## config.mk

```make
export PLATFORM = sky130hd
export DESIGN_NAME = fcp_ctrl
export DESIGN_NICKNAME = d
export VERILOG_FILES = /design/src/fcp_pkg.sv /design/src/fcp_ecc.sv /design/src/fcp_ctrl.sv
export SDC_FILE = /design/constraint.sdc
export NUM_CORES = 1
export LEC_CHECK = 0
export ABC_AREA = 1
export BUFFER_PORTS_ARGS = -buffer_cell sky130_fd_sc_hd__buf_2
export CORE_MARGIN = 1
export CORE_UTILIZATION = 50
export DETAILED_ROUTE_END_ITERATION = 12
export PLACE_DENSITY = 0.7
export SYNTH_ARGS = -nofsm -noshare
export SYNTH_HDL_FRONTEND = slang
export SYNTH_SLANG_ARGS = --single-unit
```

## constraint.sdc

```tcl
create_clock -name clock -period 3.9 [get_ports clock]
set_input_delay 0.78 -clock clock [delete_from_list [all_inputs] [get_ports clock]]
set_output_delay 0.78 -clock clock [all_outputs]
set_load 0.02 [all_outputs]
```

## src/fcp_pkg.sv

```systemverilog
// Package for the flash command and protection controller.
// Assumes a 100 MHz clock and an AXI4-Lite register master.
package fcp_pkg;

  // ----------------------------------------
  // Register indices (byte address = 4 x index)
  // ----------------------------------------
  localparam logic [7:0] IDX_PARAM_INDEX = 8'h02;
  localparam logic [7:0] IDX_ECC_INDEX   = 8'h03;
  localparam logic [7:0] IDX_CONFIG      = 8'h04;
  localparam logic [7:0] IDX_FAULT_CFG   = 8'h05;
  localparam logic [7:0] IDX_STATUS      = 8'h06;
  localparam logic [7:0] IDX_FAULT_STAT  = 8'h07;
  localparam logic [7:0] IDX_PPROT       = 8'h08;
  localparam logic [7:0] IDX_DPROT       = 8'h09;
  localparam logic [7:0] IDX_PARAM_HI    = 8'h0a;
  localparam logic [7:0] IDX_PARAM_LO    = 8'h0b;
  localparam logic [7:0] IDX_RSV_A       = 8'h0c;
  localparam logic [7:0] IDX_RSV_B       = 8'h0d;
  localparam logic [7:0] IDX_ECC_HI      = 8'h0e;
  localparam logic [7:0] IDX_ECC_LO      = 8'h0f;

  // ----------------------------------------
  // Field positions
  // ----------------------------------------
  localparam int BIT_CC_IRQ_EN   = 7;
  localparam int BIT_CC_FLAG     = 7;
  localparam int BIT_ACC_ERR     = 5;
  localparam int BIT_PROT_VIOL   = 4;
  localparam int BIT_BUSY        = 3;
  localparam int BIT_VERIFY_ERR  = 1;
  localparam int BIT_VERIFY_UNC  = 0;
  localparam int BIT_DF_IRQ_EN   = 1;
  localparam int BIT_SF_IRQ_EN   = 0;
  localparam int BIT_DF_FLAG     = 1;
  localparam int BIT_SF_FLAG     = 0;
  localparam int BIT_DP_OPEN     = 7;

  // ----------------------------------------
  // Reset values
  // ----------------------------------------
  localparam logic [7:0] RST_DPROT  = 8'h00;
  localparam logic [7:0] RST_STATUS = 8'h80;
  localparam logic [4:0] DPS_FULL   = 5'h1f;

  // ----------------------------------------
  // Commands and memory geometry
  // ----------------------------------------
  localparam logic [7:0]  CMD_ERASE_BLOCK  = 8'h09;
  localparam logic [7:0]  CMD_ERASE_PSECT  = 8'h0a;
  localparam logic [7:0]  CMD_ERASE_DSECT  = 8'h12;
  localparam logic [6:0]  BLK_PROGRAM      = 7'h7f;
  localparam logic [6:0]  BLK_DATA         = 7'h10;
  localparam logic [22:0] DATA_BASE        = 23'h10_0000;
  localparam int          DSECT_BYTES_LOG2 = 8;
  localparam int          PSECT_BYTES_LOG2 = 10;
  localparam int          PHRASE_LOG2      = 3;
  localparam logic [2:0]  SLOT_LAUNCH      = 3'h1;
  localparam int          NUM_SLOTS        = 8;

  // ----------------------------------------
  // Timing
  // ----------------------------------------
  localparam int CLK_MHZ       = 100;
  localparam int ERASE_US      = 20;
  localparam int ERASE_CYCLES  = ERASE_US * CLK_MHZ;
  localparam int VERIFY_US     = 2;
  localparam int VERIFY_CYCLES = VERIFY_US * CLK_MHZ;

  typedef enum logic [3:0] {
    FCP_IDLE   = 4'b0001,
    FCP_CHECK  = 4'b0010,
    FCP_ERASE  = 4'b0100,
    FCP_VERIFY = 4'b1000
  } fcp_state_e;

  // Read port of the flash array
  typedef struct packed {
    logic        req;
    logic        block_data;
    logic [15:0] addr;
    logic        word;
  } fcp_rd_req_s;

  typedef struct packed {
    logic        valid;
    logic [15:0] data;
    logic        blocked;
  } fcp_rd_rsp_s;

endpackage

```

## src/fcp_ecc.sv

```systemverilog
// SEC-DED decoder for one 64-bit phrase with eight check bits.
// Assumes check bits are stored next to the phrase; purely combinational.
`timescale 1ns/1ps
`default_nettype none
module fcp_ecc (
  input  wire logic [63:0] phrase,
  input  wire logic [7:0]  check,
  output logic      [63:0] fixed,
  output logic             single_err,
  output logic             double_err
);
  import fcp_pkg::*;

  logic [6:0]  syn;
  logic        parity;
  logic [71:0] cw;
  logic [6:0]  pos [64];

  // ----------------------------------------
  // Data bit to codeword position (skip powers of two)
  // ----------------------------------------
  genvar g;
  generate
    for (g = 0; g < 64; g++) begin : g_pos
      localparam int P = g + 3 + (g >= 1 ? 1 : 0) + (g >= 4 ? 1 : 0)
                         + (g >= 11 ? 1 : 0) + (g >= 26 ? 1 : 0) + (g >= 57 ? 1 : 0);
      assign pos[g] = 7'(P);
    end
  endgenerate

  always_comb begin
    syn    = check[6:0];
    parity = ^{phrase, check};
    for (int i = 0; i < 64; i++) begin
      if (phrase[i]) begin
        syn = syn ^ pos[i];
      end
    end
    cw = '0;
    for (int i = 0; i < 64; i++) begin
      cw[pos[i]] = phrase[i];
    end
    if (syn != 7'h00 && parity) begin
      cw[syn] = ~cw[syn];
    end
    fixed = phrase;
    for (int i = 0; i < 64; i++) begin
      fixed[i] = cw[pos[i]];
    end
    single_err = parity;
    double_err = (syn != 7'h00) && !parity;
  end
endmodule
`default_nettype wire

```

## src/fcp_ctrl.sv

```systemverilog
// Flash command sequencer with data-store protection and ECC fault flags.
// Assumes an AXI4-Lite master and a flash array model behind the read port.
`timescale 1ns/1ps
`default_nettype none

// What this block does
// Open bit 7 set disables data-store protection; clear enables sized range.
// Protected range starts 0x10_0000, length 256 bytes times size code plus one.
// Erase inside protected data area is refused, violation flag set.
// Whole data-store block erase refused if any sector is protected.
// Protection load fault at reset clears open bit, sets all size bits.
// Software programs only erased locations, never adds bits without erase.
// Byte and aligned word reads take one cycle, misaligned word two.
// Erased bits read one, programmed bits read zero.
// Reads of the busy block are blocked; other block reads are served.
// Program store is programmed in aligned 8-byte phrases; ECC is SEC-DED.
// Phrase is four 16-bit words plus eight check bits, SEC-DED.
// Whole phrase fetched per read; one single-bit fault corrected.
// Data-store sector is 256 bytes, four 64-byte rows.
// Program store is 64 KB in 64 sectors of 1024 bytes.
// Block erase: code 0x09 and address in slots 0,1; complete flag ends it.
// Block erase flags access error on bad index, mode, address, alignment.
// Block erase flags violation on protection, verify status on verify errors.
// Program sector erase: code 0x0A, any address in the 1024-byte sector.
// Data sector erase flags access error on odd address or bad index.
// Command interrupt raised while complete flag and its enable are set.
// Double and single ECC faults set own flags, each with own enable.
// Index register selects which parameter slot the high/low bytes reach.
// Complete flag reads zero while busy, set after erase and verify.
module fcp_ctrl #(
  parameter int ERASE_CYC  = fcp_pkg::ERASE_CYCLES,
  parameter int VERIFY_CYC = fcp_pkg::VERIFY_CYCLES
) (
  input  wire logic                 clock,
  input  wire logic                 sys_rst,
  input  wire logic [7:0]           s_axi_awaddr,
  input  wire logic                 s_axi_awvalid,
  output logic                      s_axi_awready,
  input  wire logic [31:0]          s_axi_wdata,
  input  wire logic [3:0]           s_axi_wstrb,
  input  wire logic                 s_axi_wvalid,
  output logic                      s_axi_wready,
  output logic [1:0]                s_axi_bresp,
  output logic                      s_axi_bvalid,
  input  wire logic                 s_axi_bready,
  input  wire logic [7:0]           s_axi_araddr,
  input  wire logic                 s_axi_arvalid,
  output logic                      s_axi_arready,
  output logic [31:0]               s_axi_rdata,
  output logic [1:0]                s_axi_rresp,
  output logic                      s_axi_rvalid,
  input  wire logic                 s_axi_rready,
  input  wire logic                 prot_load_fault,
  input  wire logic                 cmd_mode_ok,
  input  wire fcp_pkg::fcp_rd_req_s rd_req,
  output fcp_pkg::fcp_rd_rsp_s      rd_rsp,
  input  wire logic [63:0]          arr_phrase,
  input  wire logic [7:0]           arr_check,
  input  wire logic                 verify_fail,
  input  wire logic                 verify_uncorr,
  output logic                      erase_strobe,
  output logic                      irq_cmd,
  output logic                      irq_fault
);
  import fcp_pkg::*;

  // ----------------------------------------
  // Registers
  // ----------------------------------------
  logic [2:0]  slot_idx_r;
  logic [2:0]  ecc_idx_r;
  logic        cc_en_r;
  logic [1:0]  fault_en_r;
  logic [1:0]  fault_flag_r;
  logic        cc_flag_r;
  logic        acc_err_r;
  logic        viol_r;
  logic [1:0]  verify_r;
  logic [7:0]  pprot_r;
  logic [7:0]  dprot_r;
  logic [15:0] param_r [NUM_SLOTS];
  logic [15:0] ecc_res_r;
  fcp_state_e  state_r;
  logic [31:0] cnt_r;
  logic        cmd_data_r;
  logic        boot_r;

  // AXI write side
  logic        aw_hold_r;
  logic        w_hold_r;
  logic [7:0]  aw_addr_r;
  logic [31:0] w_data_r;
  logic        w_lane_r;
  logic        do_write;
  logic [7:0]  widx;
  logic [7:0]  wb;
  logic        launch;

  assign do_write = aw_hold_r && w_hold_r && !s_axi_bvalid;
  assign widx     = {2'b00, aw_addr_r[7:2]};
  assign wb       = w_data_r[7:0];
  assign launch   = do_write && w_lane_r && widx == IDX_STATUS && wb[BIT_CC_FLAG]
                    && cc_flag_r;

  // ----------------------------------------
  // Bus write channel
  // ----------------------------------------
  always_ff @(posedge clock) begin
    if (sys_rst) begin
      aw_hold_r     <= 1'b0;
      w_hold_r      <= 1'b0;
      aw_addr_r     <= 8'h00;
      w_data_r      <= 32'h0;
      w_lane_r      <= 1'b0;
      s_axi_awready <= 1'b0;
      s_axi_wready  <= 1'b0;
      s_axi_bvalid  <= 1'b0;
      s_axi_bresp   <= 2'b00;
    end else begin
      s_axi_awready <= !aw_hold_r && !s_axi_awready && !s_axi_bvalid;
      s_axi_wready  <= !w_hold_r && !s_axi_wready && !s_axi_bvalid;
      if (s_axi_awvalid && s_axi_awready) begin
        aw_hold_r     <= 1'b1;
        aw_addr_r     <= s_axi_awaddr;
        s_axi_awready <= 1'b0;
      end
      if (s_axi_wvalid && s_axi_wready) begin
        w_hold_r     <= 1'b1;
        w_data_r     <= s_axi_wdata;
        w_lane_r     <= s_axi_wstrb[0];
        s_axi_wready <= 1'b0;
      end
      if (do_write) begin
        s_axi_bvalid <= 1'b1;
        s_axi_bresp  <= (widx < IDX_PARAM_INDEX || widx > IDX_ECC_LO) ? 2'b10 : 2'b00;
      end else if (s_axi_bvalid && s_axi_bready) begin
        s_axi_bvalid <= 1'b0;
        aw_hold_r    <= 1'b0;
        w_hold_r     <= 1'b0;
      end
    end
  end

  // ----------------------------------------
  // Software-written control registers
  // ----------------------------------------
  always_ff @(posedge clock) begin
    if (sys_rst) begin
      slot_idx_r <= 3'h0;
      ecc_idx_r  <= 3'h0;
      cc_en_r    <= 1'b0;
      fault_en_r <= 2'b00;
      pprot_r    <= 8'hff;
    end else if (do_write && w_lane_r) begin
      case (widx)
        IDX_PARAM_INDEX: slot_idx_r <= wb[2:0];
        IDX_ECC_INDEX:   ecc_idx_r  <= wb[2:0];
        IDX_CONFIG:      cc_en_r    <= wb[BIT_CC_IRQ_EN];
        IDX_FAULT_CFG:   fault_en_r <= wb[1:0];
        IDX_PPROT:       pprot_r    <= wb;
        default: ;
      endcase
    end
  end

  // Protection byte: loaded after reset release so a fault can be seen
  always_ff @(posedge clock) begin
    if (sys_rst) begin
      dprot_r <= RST_DPROT;
      boot_r  <= 1'b1;
    end else if (boot_r) begin
      boot_r <= 1'b0;
      if (prot_load_fault) begin
        dprot_r <= {1'b0, 2'b00, DPS_FULL};
      end
    end else if (do_write && w_lane_r && widx == IDX_DPROT) begin
      dprot_r <= {wb[BIT_DP_OPEN], 2'b00, wb[4:0]};
    end
  end

  // Parameter slots selected by the index register
  always_ff @(posedge clock) begin
    if (do_write && w_lane_r && cc_flag_r) begin
      if (widx == IDX_PARAM_HI) begin
        param_r[slot_idx_r][15:8] <= wb;
      end
      if (widx == IDX_PARAM_LO) begin
        param_r[slot_idx_r][7:0] <= wb;
      end
    end
  end

  // ----------------------------------------
  // Command decode and protection check
  // ----------------------------------------
  logic [7:0]  cmd_code;
  logic [6:0]  blk;
  logic [15:0] addr;
  logic [22:0] gaddr;
  logic [22:0] prot_end;
  logic        is_data;
  logic        bad_cmd;
  logic        bad_addr;
  logic        protected_hit;

  always_comb begin
    cmd_code = param_r[0][15:8];
    blk      = param_r[0][6:0];
    addr     = param_r[1];
    gaddr    = {blk, addr};
    is_data  = (cmd_code == CMD_ERASE_DSECT) || (blk == BLK_DATA);
    prot_end = DATA_BASE + 23'({dprot_r[4:0], 8'hff});
    bad_cmd  = !(cmd_code == CMD_ERASE_BLOCK || cmd_code == CMD_ERASE_PSECT
                 || cmd_code == CMD_ERASE_DSECT);
    bad_addr = 1'b0;
    if (cmd_code == CMD_ERASE_DSECT) begin
      gaddr    = DATA_BASE | 23'(addr);
      bad_addr = addr[0];
    end else if (blk == BLK_PROGRAM) begin
      bad_addr = (cmd_code == CMD_ERASE_BLOCK) && (addr[PHRASE_LOG2-1:0] != 3'h0);
    end else if (blk == BLK_DATA) begin
      bad_addr = (cmd_code == CMD_ERASE_PSECT) || addr[0];
    end else begin
      bad_addr = 1'b1;
    end
    protected_hit = 1'b0;
    if (!dprot_r[BIT_DP_OPEN] && is_data) begin
      if (cmd_code == CMD_ERASE_BLOCK) begin
        protected_hit = 1'b1;
      end else begin
        protected_hit = {gaddr[22:DSECT_BYTES_LOG2], 8'h00} <= prot_end;
      end
    end
  end

  // ----------------------------------------
  // Sequencer
  // ----------------------------------------
  always_ff @(posedge clock) begin
    if (sys_rst) begin
      state_r      <= FCP_IDLE;
      cnt_r        <= 32'h0;
      cc_flag_r    <= 1'b1;
      acc_err_r    <= 1'b0;
      viol_r       <= 1'b0;
      verify_r     <= 2'b00;
      cmd_data_r   <= 1'b0;
      erase_strobe <= 1'b0;
    end else begin
      erase_strobe <= 1'b0;
      case (state_r)
        FCP_IDLE: begin
          if (do_write && w_lane_r && widx == IDX_STATUS) begin
            if (wb[BIT_ACC_ERR]) acc_err_r <= 1'b0;
            if (wb[BIT_PROT_VIOL]) viol_r <= 1'b0;
          end
          if (launch && !acc_err_r && !viol_r) begin
            cc_flag_r  <= 1'b0;
            // Latched at launch so the busy block is right from the first busy cycle
            cmd_data_r <= is_data;
            state_r    <= FCP_CHECK;
          end
        end
        FCP_CHECK: begin
          verify_r   <= 2'b00;
          if (slot_idx_r != SLOT_LAUNCH || !cmd_mode_ok || bad_cmd || bad_addr) begin
            acc_err_r <= 1'b1;
            cc_flag_r <= 1'b1;
            state_r   <= FCP_IDLE;
          end else if (protected_hit) begin
            viol_r    <= 1'b1;
            cc_flag_r <= 1'b1;
            state_r   <= FCP_IDLE;
          end else begin
            erase_strobe <= 1'b1;
            cnt_r        <= 32'(ERASE_CYC - 1);
            state_r      <= FCP_ERASE;
          end
        end
        FCP_ERASE: begin
          if (cnt_r == 32'h0) begin
            cnt_r   <= 32'(VERIFY_CYC - 1);
            state_r <= FCP_VERIFY;
          end else begin
            cnt_r <= cnt_r - 32'h1;
          end
        end
        FCP_VERIFY: begin
          if (cnt_r == 32'h0) begin
            verify_r  <= {verify_fail | verify_uncorr, verify_uncorr};
            cc_flag_r <= 1'b1;
            state_r   <= FCP_IDLE;
          end else begin
            cnt_r <= cnt_r - 32'h1;
          end
        end
        default: state_r <= FCP_IDLE;
      endcase
    end
  end

  // ----------------------------------------
  // Flash read port with ECC
  // ----------------------------------------
  logic [63:0] fixed;
  logic        sgl;
  logic        dbl;
  logic        rd_busy_blk;
  logic        rd_second_r;
  logic [15:0] rd_word;

  fcp_ecc i_fcp_ecc (
    .phrase     (arr_phrase),
    .check      (arr_check),
    .fixed      (fixed),
    .single_err (sgl),
    .double_err (dbl)
  );

  assign rd_busy_blk = !cc_flag_r && (rd_req.block_data == cmd_data_r);

  always_comb begin
    case (rd_req.addr[2:1])
      2'd0:    rd_word = fixed[15:0];
      2'd1:    rd_word = fixed[31:16];
      2'd2:    rd_word = fixed[47:32];
      default: rd_word = fixed[63:48];
    endcase
  end

  always_ff @(posedge clock) begin
    if (sys_rst) begin
      rd_rsp       <= '0;
      rd_second_r  <= 1'b0;
      fault_flag_r <= 2'b00;
      ecc_res_r    <= 16'h0;
    end else begin
      rd_rsp.valid   <= 1'b0;
      rd_rsp.blocked <= 1'b0;
      if (rd_req.req && rd_busy_blk) begin
        rd_rsp.blocked <= 1'b1;
      end else if (rd_req.req && rd_req.word && rd_req.addr[0] && !rd_second_r) begin
        rd_second_r <= 1'b1;
      end else if (rd_req.req) begin
        rd_second_r  <= 1'b0;
        rd_rsp.valid <= 1'b1;
        rd_rsp.data  <= rd_word;
        if (sgl || dbl) begin
          ecc_res_r <= rd_word;
        end
      end
      // One update so a fault in the clearing cycle is not lost: set wins
      fault_flag_r <= (fault_flag_r & ~((do_write && w_lane_r && widx == IDX_FAULT_STAT)
                                        ? wb[1:0] : 2'b00))
                      | ((rd_req.req && !rd_busy_blk) ? {dbl, sgl & ~dbl} : 2'b00);
    end
  end

  // ----------------------------------------
  // Interrupts and register read
  // ----------------------------------------
  always_ff @(posedge clock) begin
    if (sys_rst) begin
      irq_cmd   <= 1'b0;
      irq_fault <= 1'b0;
    end else begin
      irq_cmd   <= cc_flag_r && cc_en_r;
      irq_fault <= |(fault_flag_r & fault_en_r);
    end
  end

  logic [7:0] rsel;
  logic [7:0] ridx;
  assign ridx = {2'b00, s_axi_araddr[7:2]};

  always_comb begin
    case (ridx)
      IDX_PARAM_INDEX: rsel = {5'h0, slot_idx_r};
      IDX_ECC_INDEX:   rsel = {5'h0, ecc_idx_r};
      IDX_CONFIG:      rsel = {cc_en_r, 7'h0};
      IDX_FAULT_CFG:   rsel = {6'h0, fault_en_r};
      IDX_STATUS:      rsel = {cc_flag_r, 1'b0, acc_err_r, viol_r, !cc_flag_r, 1'b0, verify_r};
      IDX_FAULT_STAT:  rsel = {6'h0, fault_flag_r};
      IDX_PPROT:       rsel = pprot_r;
      IDX_DPROT:       rsel = dprot_r;
      IDX_PARAM_HI:    rsel = param_r[slot_idx_r][15:8];
      IDX_PARAM_LO:    rsel = param_r[slot_idx_r][7:0];
      IDX_ECC_HI:      rsel = ecc_res_r[15:8];
      IDX_ECC_LO:      rsel = ecc_res_r[7:0];
      default:         rsel = 8'h00;
    endcase
  end

  always_ff @(posedge clock) begin
    if (sys_rst) begin
      s_axi_arready <= 1'b0;
      s_axi_rvalid  <= 1'b0;
      s_axi_rdata   <= 32'h0;
      s_axi_rresp   <= 2'b00;
    end else begin
      s_axi_arready <= !s_axi_rvalid && !s_axi_arready;
      if (s_axi_arvalid && s_axi_arready) begin
        s_axi_arready <= 1'b0;
        s_axi_rvalid  <= 1'b1;
        s_axi_rdata   <= {24'h0, rsel};
        s_axi_rresp   <= (ridx < IDX_PARAM_INDEX || ridx > IDX_ECC_LO) ? 2'b10 : 2'b00;
      end else if (s_axi_rvalid && s_axi_rready) begin
        s_axi_rvalid <= 1'b0;
      end
    end
  end
endmodule
`default_nettype wire

```

Yosys cells after proc, flatten, opt, wreduce, memory -nomap -nowiden
Memories as Yosys holds them, arrays and structs flattened. A register that Yosys moved wholly into a read port is not among the register bits.
Cells that the tools add are included.
Operators by class
  $add $sub $neg: 2
  magnitude comparators: 7
  equality and inequality tests: 48
  muxes and demuxes: 135
  bitwise logic cells: 75
  reduce and logical (&&, ||, !) cells: 94
Operators with widths (count)
  6-bit two-way mux: 31
  32-bit two-way mux: 4
  32-bit case mux with 3 select lines: 1
  8-bit case mux with 12 select lines: 1
  5-bit two-way mux: 15
  72-bit bitwise mux: 1
  72-bit two-way mux: 1
  72-bit parity: 1
  3-bit inverter: 23
  4-bit inverter: 16
  6-bit by 4-bit == test with 1-bit output (second input constant): 10
  7-bit two-way mux: 7
  6-bit by 3-bit == test with 1-bit output (second input constant): 8
  16-bit case mux with 3 select lines: 1
  4-bit two-way mux: 10
  1-bit two-way mux: 38
  2-bit inverter: 19
  1-bit logical AND: 33
  32-bit logical NOT: 1
  32-bit by 1-bit subtractor with 32-bit output (second input constant): 1
  5-bit inverter: 6
  6-bit by 2-bit == test with 1-bit output (second input constant): 4
  8-bit two-way mux: 3
  2-bit inequality test (second input constant): 12
  other kinds (47): 114
Storage, ports and cells
  flip-flop bits (word level): 144
  RAM bits: 128
  bits of input ports: 154
  output and inout port bits: 62
  memories kept: 1
Memories
  param_r: words 8, width 16, rd ports 3, clocked after memory_dff 1, wr ports 1, line fcp_ctrl.sv:81  | logic [15:0] param_r [NUM_SLOTS];

Longest topological paths before layout
Gate-level depths: netlist of the first run.
  depth after elaboration: 136
  gate-level depth with buffers: 34

Cells and area by module
From an unflattened synthesis of the first run, not the netlist that was laid out.
Unflattened totals
  cells, all modules: 2647
  area total of the unflattened synthesis: 17823.3 µm²
By module, submodules not included
  fcp_ctrl: instances 1, cells an instance 1568, area each 12749.7 µm², seq. area each 6666.4 µm²
  fcp_ecc: instances 1, cells an instance 1079, area each 5073.6 µm², seq. area each 0.0 µm²

Worst setup path after synthesis of the first run
OpenSTA, ideal clock, no wires.
  path type: in2reg
  start point: input arr_phrase[40]
  end point: register rd_rsp[6] (netlist name)
  library setup time: 0.117 ns
  arrival time: 3.242 ns
  path slack: 0.541 ns
  cell stages on the path: 29
  cell sequence: buf_2 > inv_2 > nor2_1 > o21ai_0 > nand2_1 > nand3_1 > nand2_1 > nand2_1 > inv_1 > nor2_2 > nand3_1 > nand2_2 > nand2_2 > nor2_2 > buf_2 > nand2_1 > nand2_1 > nor2_1 > nand2_1 > nand2_1 > nand2_1 > nand2_1 > nand3_4 > buf_4 > nand2_1 > nand2_1 > nand4_1 > nor2_1 > nor2_1
On the way
  cells in the longest elaborated chain, start to end: 47
Ends and longest elaborated chain
  start: declaration: line fcp_ctrl.sv:57  | input wire logic [63:0] arr_phrase,
  6-bit two-way mux: line fcp_ecc.sv:35  | if (phrase[i]) begin
  2-bit inverter (no line)
  6-bit two-way mux: line fcp_ecc.sv:35
  3-bit inverter (no line)
  6-bit two-way mux: line fcp_ecc.sv:35
  3-bit inverter (no line)
  6-bit two-way mux: line fcp_ecc.sv:35
  4-bit inverter (no line)
  (+25 left out)
  7-bit two-way mux (7 in a row): line fcp_ecc.sv:35
  7-bit by 8-bit less-than comparator with 1-bit output (implied by the code) or 7-bit by 1-bit >= comparator with 1-bit output (tied branches): line fcp_ecc.sv:44  | cw[syn] = ~cw[syn];
  1-bit logical AND (implied by the code): line fcp_ecc.sv:44
  1-bit two-way mux (implied by the code): line fcp_ecc.sv:44
  1-bit demux with 7-bit select: line fcp_ecc.sv:44
  72-bit bitwise mux: line fcp_ecc.sv:44
  72-bit two-way mux (*): line fcp_ecc.sv:43  | if (syn != 7'h00 && parity) begin
  16-bit case mux with 3 select lines (*): line fcp_ctrl.sv:323  | case (rd_req.addr[2:1])
  end: declaration: line fcp_ctrl.sv:56  | output fcp_pkg::fcp_rd_rsp_s rd_rsp,
Mark *: on every way between the ends. The rest lies on a longest branch, timed or not. The select of a mux whose other input is x is not followed.
A chain may end at the register's enable or synchronous reset.

Worst setup path in the final report of the first run
  start point: input arr_phrase[44]
  end point: register rd_rsp[3] (netlist name)
On the way
  cells in the longest elaborated chain, start to end: 39
Ends and longest elaborated chain (line)
  6-bit two-way mux: fcp_ecc.sv:35
  3-bit inverter (no line)
  6-bit two-way mux: fcp_ecc.sv:35
  4-bit inverter (no line)
  6-bit two-way mux: fcp_ecc.sv:35
  4-bit inverter (no line)
  6-bit two-way mux: fcp_ecc.sv:35
  5-bit inverter (no line)
  (+17 left out)
  7-bit two-way mux (7 in a row): fcp_ecc.sv:35
  7-bit by 8-bit less-than comparator with 1-bit output (implied by the code) or 7-bit by 1-bit >= comparator with 1-bit output (tied branches): fcp_ecc.sv:44
  1-bit logical AND (implied by the code): fcp_ecc.sv:44
  1-bit two-way mux (implied by the code): fcp_ecc.sv:44
  1-bit demux with 7-bit select: fcp_ecc.sv:44
  72-bit bitwise mux: fcp_ecc.sv:44
  72-bit two-way mux (*): fcp_ecc.sv:43
  16-bit case mux with 3 select lines (*): fcp_ctrl.sv:323
Marked as above.

==> summary.txt, run 1 <==
Run status
  – Outcome: complete, no violations

Worst setup path
  – Worst setup EP type: flip-flop
  – Critical Path, Cell by Cell: buf_2, inv_1, nor2_1, nor2_1, nand2_1, nand2_1, buf_4, xor2_1, xor2_1, xnor2_1, xor2_1, xor2_2, buf_4, nand2_4, buf_4, nor2_4, buf_12, nand2_1, inv_1, nand2_1, nand2_1, nand4_1, nor2_1, nor2_1
  – Worst path max stage delay: around 0.24 ns
  – Arr. time, crit path: about 4.1 ns
  – Buf/Inv on CP: 7
  – Worst Path Required: 4.33 ns
  – Worst path slowest cell: xor2_1
  – CP startpoint kind: input port
  – CP Class: input port to flip-flop
  – Critical Path Most Common Cell: nand2_1
  – Crit-path max FO: 7
  – Top delay family on crit path: simple AND/OR/NAND/NOR gates

Cells and area
  – ANT cells: 0
  – Final core occ: 0.624
  – Area occupied by multi-input gates: approximately 0.0086 mm^2
  – Final nets: 2913
  – Register Area: between 0.006 and 0.007 mm^2
  – Layout cells sized above 1: 0.177
  – Layout area overhead: 21.6%
  – Most frequent cells in the layout: 640 x nand2_1, 316 x nor2_1, 296 x inv_1, 228 x buf_4
  – Most common cell after layout, fill and taps aside: nand2_1
  – Fill count: ~3100

Floorplanning
  – Area of the core: roughly 0.033 mm^2
  – Row Count: 66
  – # IOs: about 220
  – Die area: approximately 0.034 mm^2
  – Starting density of the core: 0.513
  – Die W: 185 um
  – Vert. Die Dim: 185 um

STA
  – Tmin final: around 3.7 ns
  – FMAX: between 200 and 300 MHz
  – Final hold vios: 0
  – Slew Viols, Final: 0
  – Slew HR: 0.363
  – Setup TNS: 0 ns
  – Final clock skew: 0.0255 ns
  – Worst setup margin: around 0.22 ns
  – Setup-failing EPs final: 0
  – Final worst-path cycle share: 0.943
  – Least-Margin Pin Slew: 0.955 ns

Placement
  – Input/output buffers: 145
  – Place WS: -0.282 ns
  – Final HPWL DP: 43.4 mm
  – Placer Congestion: about 1

Global route
  – First-pass GRT wire length: approximately 85 mm
  – Vias in the first global route: around 16000
  – GR Util All Layers: 0.325
  – Gr ovfl total: 0
  – Antenna violations before repair: 0
  – Largest net degree at the start of global routing: 57

Synth
  – Register area share after synthesis: 0.396
  – EDFF count, synth: ~130
  – Post-Syn Area: between 0.015 and 0.02 mm^2
  – Post-synthesis mux area share: 0.00714
  – Share of flip-flops with an asynchronous set or reset: 0
  – Yosys cell types: 60
  – Largest family of logic cells by synthesized area: simple AND/OR/NAND/NOR gates
  – Syn avg cell area: 6.94 um^2
  – Yosys reg bits: around 270
  – Adder-Cell Fraction of Synth Area: 0.00372
  – Simple-gate share of the synthesized area: 0.302
  – Synth Area in XOR/XNOR: 0.0531
  – Compound-Gate Fraction of Synth Area: 0.134
  – Ys Warns: 0
  – Top_reg_cell synth: dfxtp_1
  – Syn Inst Count: 2423

Detailed routing
  – Drt first pass iters: 7
  – Routed vias: around 18000
  – Drt total wl: 56.0 mm
  – DR vias/cell: approximately 5.5
  – # DRC: 0
  – Initial drt markers: ~1700
  – ANT nets after route: 0
  – WL/cell: 17.4 um

Clock tree
  – Clk buf depth: 3
  – CTS Sinks: ~270
  – Clock H-tree levels: 1
  – Worst-Skew Late Latency: about 0.56 ns
  – CTS clk-pin slew, worst paths: around 0.07 ns
  – Total CTS buffers: 27
  – CTS root buf: clkbuf_16
  – CTS tree: done

Power and ir drop
  – Pwr Density: 517 mW/mm^2
  – Maximum vdd drop: 0.565 mV
  – Leak Pwr: 9.85 nW

Flow run
  – Max-Cap Viols: 0

Min path
  – Min-Delay Path Class: flip-flop to flip-flop
[repair_timing]
action	4_1_cts	5_1_grt
buffers inserted	0	2
setup endpoints to repair	0	32
gates resized for setup	0	21
hold buffers	0	0
[synth_stat cells, types with 16 or more instances]
| cell type | n | share of area |
|---|---|---|
| edfxtp_1 | 128 | 0.23 |
| nand4_1 | 30 | 0.011 |
| dfxtp_1 | 141 | 0.17 |
| o211ai_1 | 18 | 0.0080 |
| inv_1 | 298 | 0.066 |
| nand3_1 | 152 | 0.045 |
| nor3_1 | 26 | 0.0077 |
| nor2_1 | 317 | 0.071 |
| a21oi_1 | 147 | 0.044 |
| clkbuf_1 | 42 | 0.0094 |
| nand2_1 | 649 | 0.14 |
| buf_2 | 16 | 0.0048 |
| o21ai_0 | 151 | 0.045 |
| xnor2_1 | 47 | 0.024 |
| buf_4 | 37 | 0.017 |
| xor2_1 | 42 | 0.022 |
[routing by layer]
layer / vias to the layer above / track usage / wire length (um)
li1: 8537 / - / -
met1: 8087 / 0.449 / 23900
met2: 788 / 0.527 / 25400
met3: 127 / 0.0397 / 4790
met4: 0 / 0.101 / 1880
met5: - / 0 / 0
[area by class of cell]
type	count	area share
Multi-Input combinational cell	1760	0.419
Sequential cell	269	0.326
Timing Repair Buffer	382	0.128
Inverter	314	0.0576
Clock buffer	39	0.0374
Tap cell	442	0.0270
Clock inverter	11	0.00520
[cells by family after synthesis]
group,count (synthesis)
AND/OR/NAND/NOR,1228
other,1
adder cells (fa/ha/maj),5
XOR/XNOR,96
AO/OA/AOI/OAI,393
buffers and inverters,419
flip-flops,269
multiplexers,12
[sequential cells by signal (all words and copies together), names as in the netlist, 2 cells and up, named ones only]
| register | cells |
|---|---|
| s_axi_rdata | 8 |
| fault_flag_r | 2 |
| cnt_r | 32 |
| dprot_r | 6 |
| aw_addr_r | 6 |
| slot_idx_r | 3 |
| rd_rsp | 18 |
| pprot_r | 8 |
| param_r | 128 |
| w_data_r | 8 |
| ecc_res_r | 16 |
| verify_r | 2 |
| ecc_idx_r | 3 |
| state_r | 4 |
| fault_en_r | 2 |
[where the power goes]
part | total [mW] | switching (mW) | internal, mW
sequential | 3.30 | 0.171 | 3.13
clock | 2.54 | 1.10 | 1.44
combinational | 4.74 | 2.90 | 1.84
[worst paths after layout]
kind | from | to | slack (ns) | cells after the start
setup / recovery | arr_phrase[44] | rd_rsp[3] | 0.22 | 24
hold / removal | s_axi_arready | s_axi_arready | 0.44 | 1
setup reg to reg | param_r[0][15] | cnt_r[18] | 0.51 | 15
hold reg to reg | s_axi_arready | s_axi_arready | 0.44 | 1
[through the flow]
step | cell area (um^2) | total power, mW | hold WS (ns) | std cells
global route | 20500 | 11.2 | 0.473 | 3217
detailed placement | 19500 | 7.86 | 0.439 | 3164
finish | 20500 | 10.6 | 0.442 | 3217
floorplan | 16900 | 6.09 | 0.422 | 2448
global placement | 19500 | 7.79 | 0.432 | 3164
CTS | 20300 | 10.4 | 0.448 | 3214
Power figures use the tool's default switching activity.
==> run 2, diff against run 1 <==
Settings changed: CAP_MARGIN from default to 40.
Clock period 3.9 ns to 4.65 ns, I/O delays scaled along.
==> summary.txt, run 2 (synthesis gave the netlist of run 1 again) <==
Power and ir drop
  – Maximum vdd drop: about 0.36 mV
  – Comb pwr share: 0.419
  – Switching Share: 0.408
  – Reg power frac: 0.331
  – Sw power: 3.40 mW
  – Leak Pwr: 8.92 nW
  – Pwr Density: roughly 440 mW/mm^2
  – Clk network pwr share: 0.251
  – P_int: 4.93 mW

Floorplanning
  – Starting density of the core: 0.513
  – Vert. Die Dim: 185 um
  – # IOs: approximately 220
  – Row Count: 66
  – Area of the core: ~0.033 mm^2
  – Die W: around 190 um
  – Die area: between 0.03 and 0.04 mm^2

Worst setup path
  – Critical Path, Cell by Cell: nor2_1, nand3_1, nor4_1, o311ai_0, o211ai_1, a211oi_1, nand2_1, nand2_1, nand2_1, inv_1, a21oi_1, inv_1, a21oi_1, o21a_1
  – CP startpoint kind: flip-flop
  – Worst path max stage delay: about 0.73 ns
  – Worst path slowest cell: a21oi_1
  – CP Class: flip-flop to flip-flop
  – Top delay family on crit path: compound AO/OA/AOI/OAI gates
  – Critical Path Most Common Cell: nand2_1
  – Crit-path max FO: 16
  – Worst Path Required: ~5 ns
  – Buf/Inv on CP: 2
  – Arr. time, crit path: between 4 and 5 ns
  – Worst setup EP type: flip-flop

Global route
  – Largest net degree at the start of global routing: 43
  – GR Util All Layers: 0.316
  – First-pass GRT wire length: 82.5 mm
  – Vias in the first global route: ~15000
  – Antenna violations before repair: 0
  – Gr ovfl total: 0

Min path
  – Min-Delay Path Class: flip-flop to flip-flop

Clock tree
  – Clk buf depth: 3
  – # Post-CTS Setup Buffers: 0
  – Hold-fix buffers, CTS: 0
  – Cts repair resizes: 0
  – CTS tree: done
  – CTS root buf: clkbuf_16
  – Worst-Skew Late Latency: ~0.57 ns
  – Clock H-tree levels: 1
  – CTS clk-pin slew, worst paths: around 0.06 ns
  – CTS Sinks: about 270
  – Total CTS buffers: 28

Placement
  – Final HPWL DP: between 40 and 50 mm
  – Placer Congestion: approximately 1
  – Place WS: 0.193 ns
  – Cells after DPL: a little under 3000
  – Input/output buffers: about 150

Detailed routing
  – Drt first pass iters: 6
  – WL/cell: about 18 um
  – Initial drt markers: approximately 1800
  – # DRC: 0
  – ANT nets after route: 0
  – DR vias/cell: approximately 5.5
  – Routed vias: 16600
  – Drt total wl: 54.7 mm

Cells and area
  – Final nets: around 2700
  – Layout cells sized above 1: 0.111
  – Max reg flops: between 100 and 150
  – Final core occ: 0.578
  – Final Non-Filler Cells: 3035
  – Most frequent cells in the layout: 649 x nand2_1, 317 x nor2_1, 298 x inv_1, 152 x nand3_1, 151 x o21ai_0
  – Most common cell after layout, fill and taps aside: nand2_1
  – Top reg by flops: param_r
  – Fill count: between 3000 and 4000
  – Layout area overhead: 12.6%
  – ANT cells: 0
  – Regs by FF count: param_r (128), cnt_r (32), rd_rsp (18)

Run status
  – Outcome: complete, no violations

STA
  – Least-Margin Pin Slew: 0.857 ns
  – Worst setup margin: approximately 0.55 ns
  – Final worst-path cycle share: 0.882
  – Final clock skew: between 0.03 and 0.04 ns
  – Setup TNS: 0 ns
  – Final hold vios: 0
  – Setup-failing EPs final: 0
  – Slew Viols, Final: 0
  – Tmin final: a little over 4 ns
  – RSZ-0062 raised after global routing: no
  – Slew HR: 0.429
  – Hold Worst Slack: about 0.45 ns
  – FMAX: around 240 MHz

Flow run
  – Max-Cap Viols: 0
[run 2: metal layers]
layer,track usage,wire length (um),up-vias
li1,-,-,8148
met1,0.436,23400,7624
met2,0.506,24700,718
met3,0.0549,5100,115
met4,0.0869,1560,0
met5,0,0,-
[run 2: final timing paths]
kind,from,to,slack (ns),cells after the start
max,param_r[0][15],cnt_r[19],0.55,14
min,s_axi_arready,s_axi_arready,0.45,1
max reg2reg,param_r[0][15],cnt_r[19],0.55,14
min reg2reg,s_axi_arready,s_axi_arready,0.45,1
[run 2: layout make-up]
type | count | area, um^2 | share of cell area
Clock inverter | 12 | 81.3 | 0.00429
Tap cell | 442 | 553 | 0.0292
Timing Repair Buffer | 199 | 1180 | 0.0623
Inverter | 314 | 1180 | 0.0622
Clock buffer | 39 | 772 | 0.0408
Sequential cell | 269 | 6670 | 0.352
Multi-Input combinational cell | 1760 | 8510 | 0.449
[run 2: worst register-to-register path: cells and delay by family (launching register included)]
| kind | cells | cell delay, ns |
|---|---|---|
| AOI/OAI and AO/OA | 6 | 1.81 |
| buffers and inverters | 2 | 0.64 |
| DFF | 1 | 0.42 |
| and+or+nand+nor | 6 | 1.15 |
[run 2: through the flow]
stage	area, um^2	total power [mW]
3_5_place_dp	18100	6.20
6_report	18900	8.33
5_1_grt	18900	8.80
4_1_cts	18900	8.28
2_1_floorplan	16900	5.11
3_3_place_gp	18100	6.17
[run 2: power groups by stage]
stage / clock [mW] / sequential [mW] / combinational, mW
after floorplan: 0 / 2.79 / 2.32
after CTS: 2.10 / 2.75 / 3.42
after detailed placement: 0 / 2.80 / 3.40
final: 2.09 / 2.76 / 3.49
after global routing: 2.21 / 2.77 / 3.82
after global placement: 0 / 2.80 / 3.36
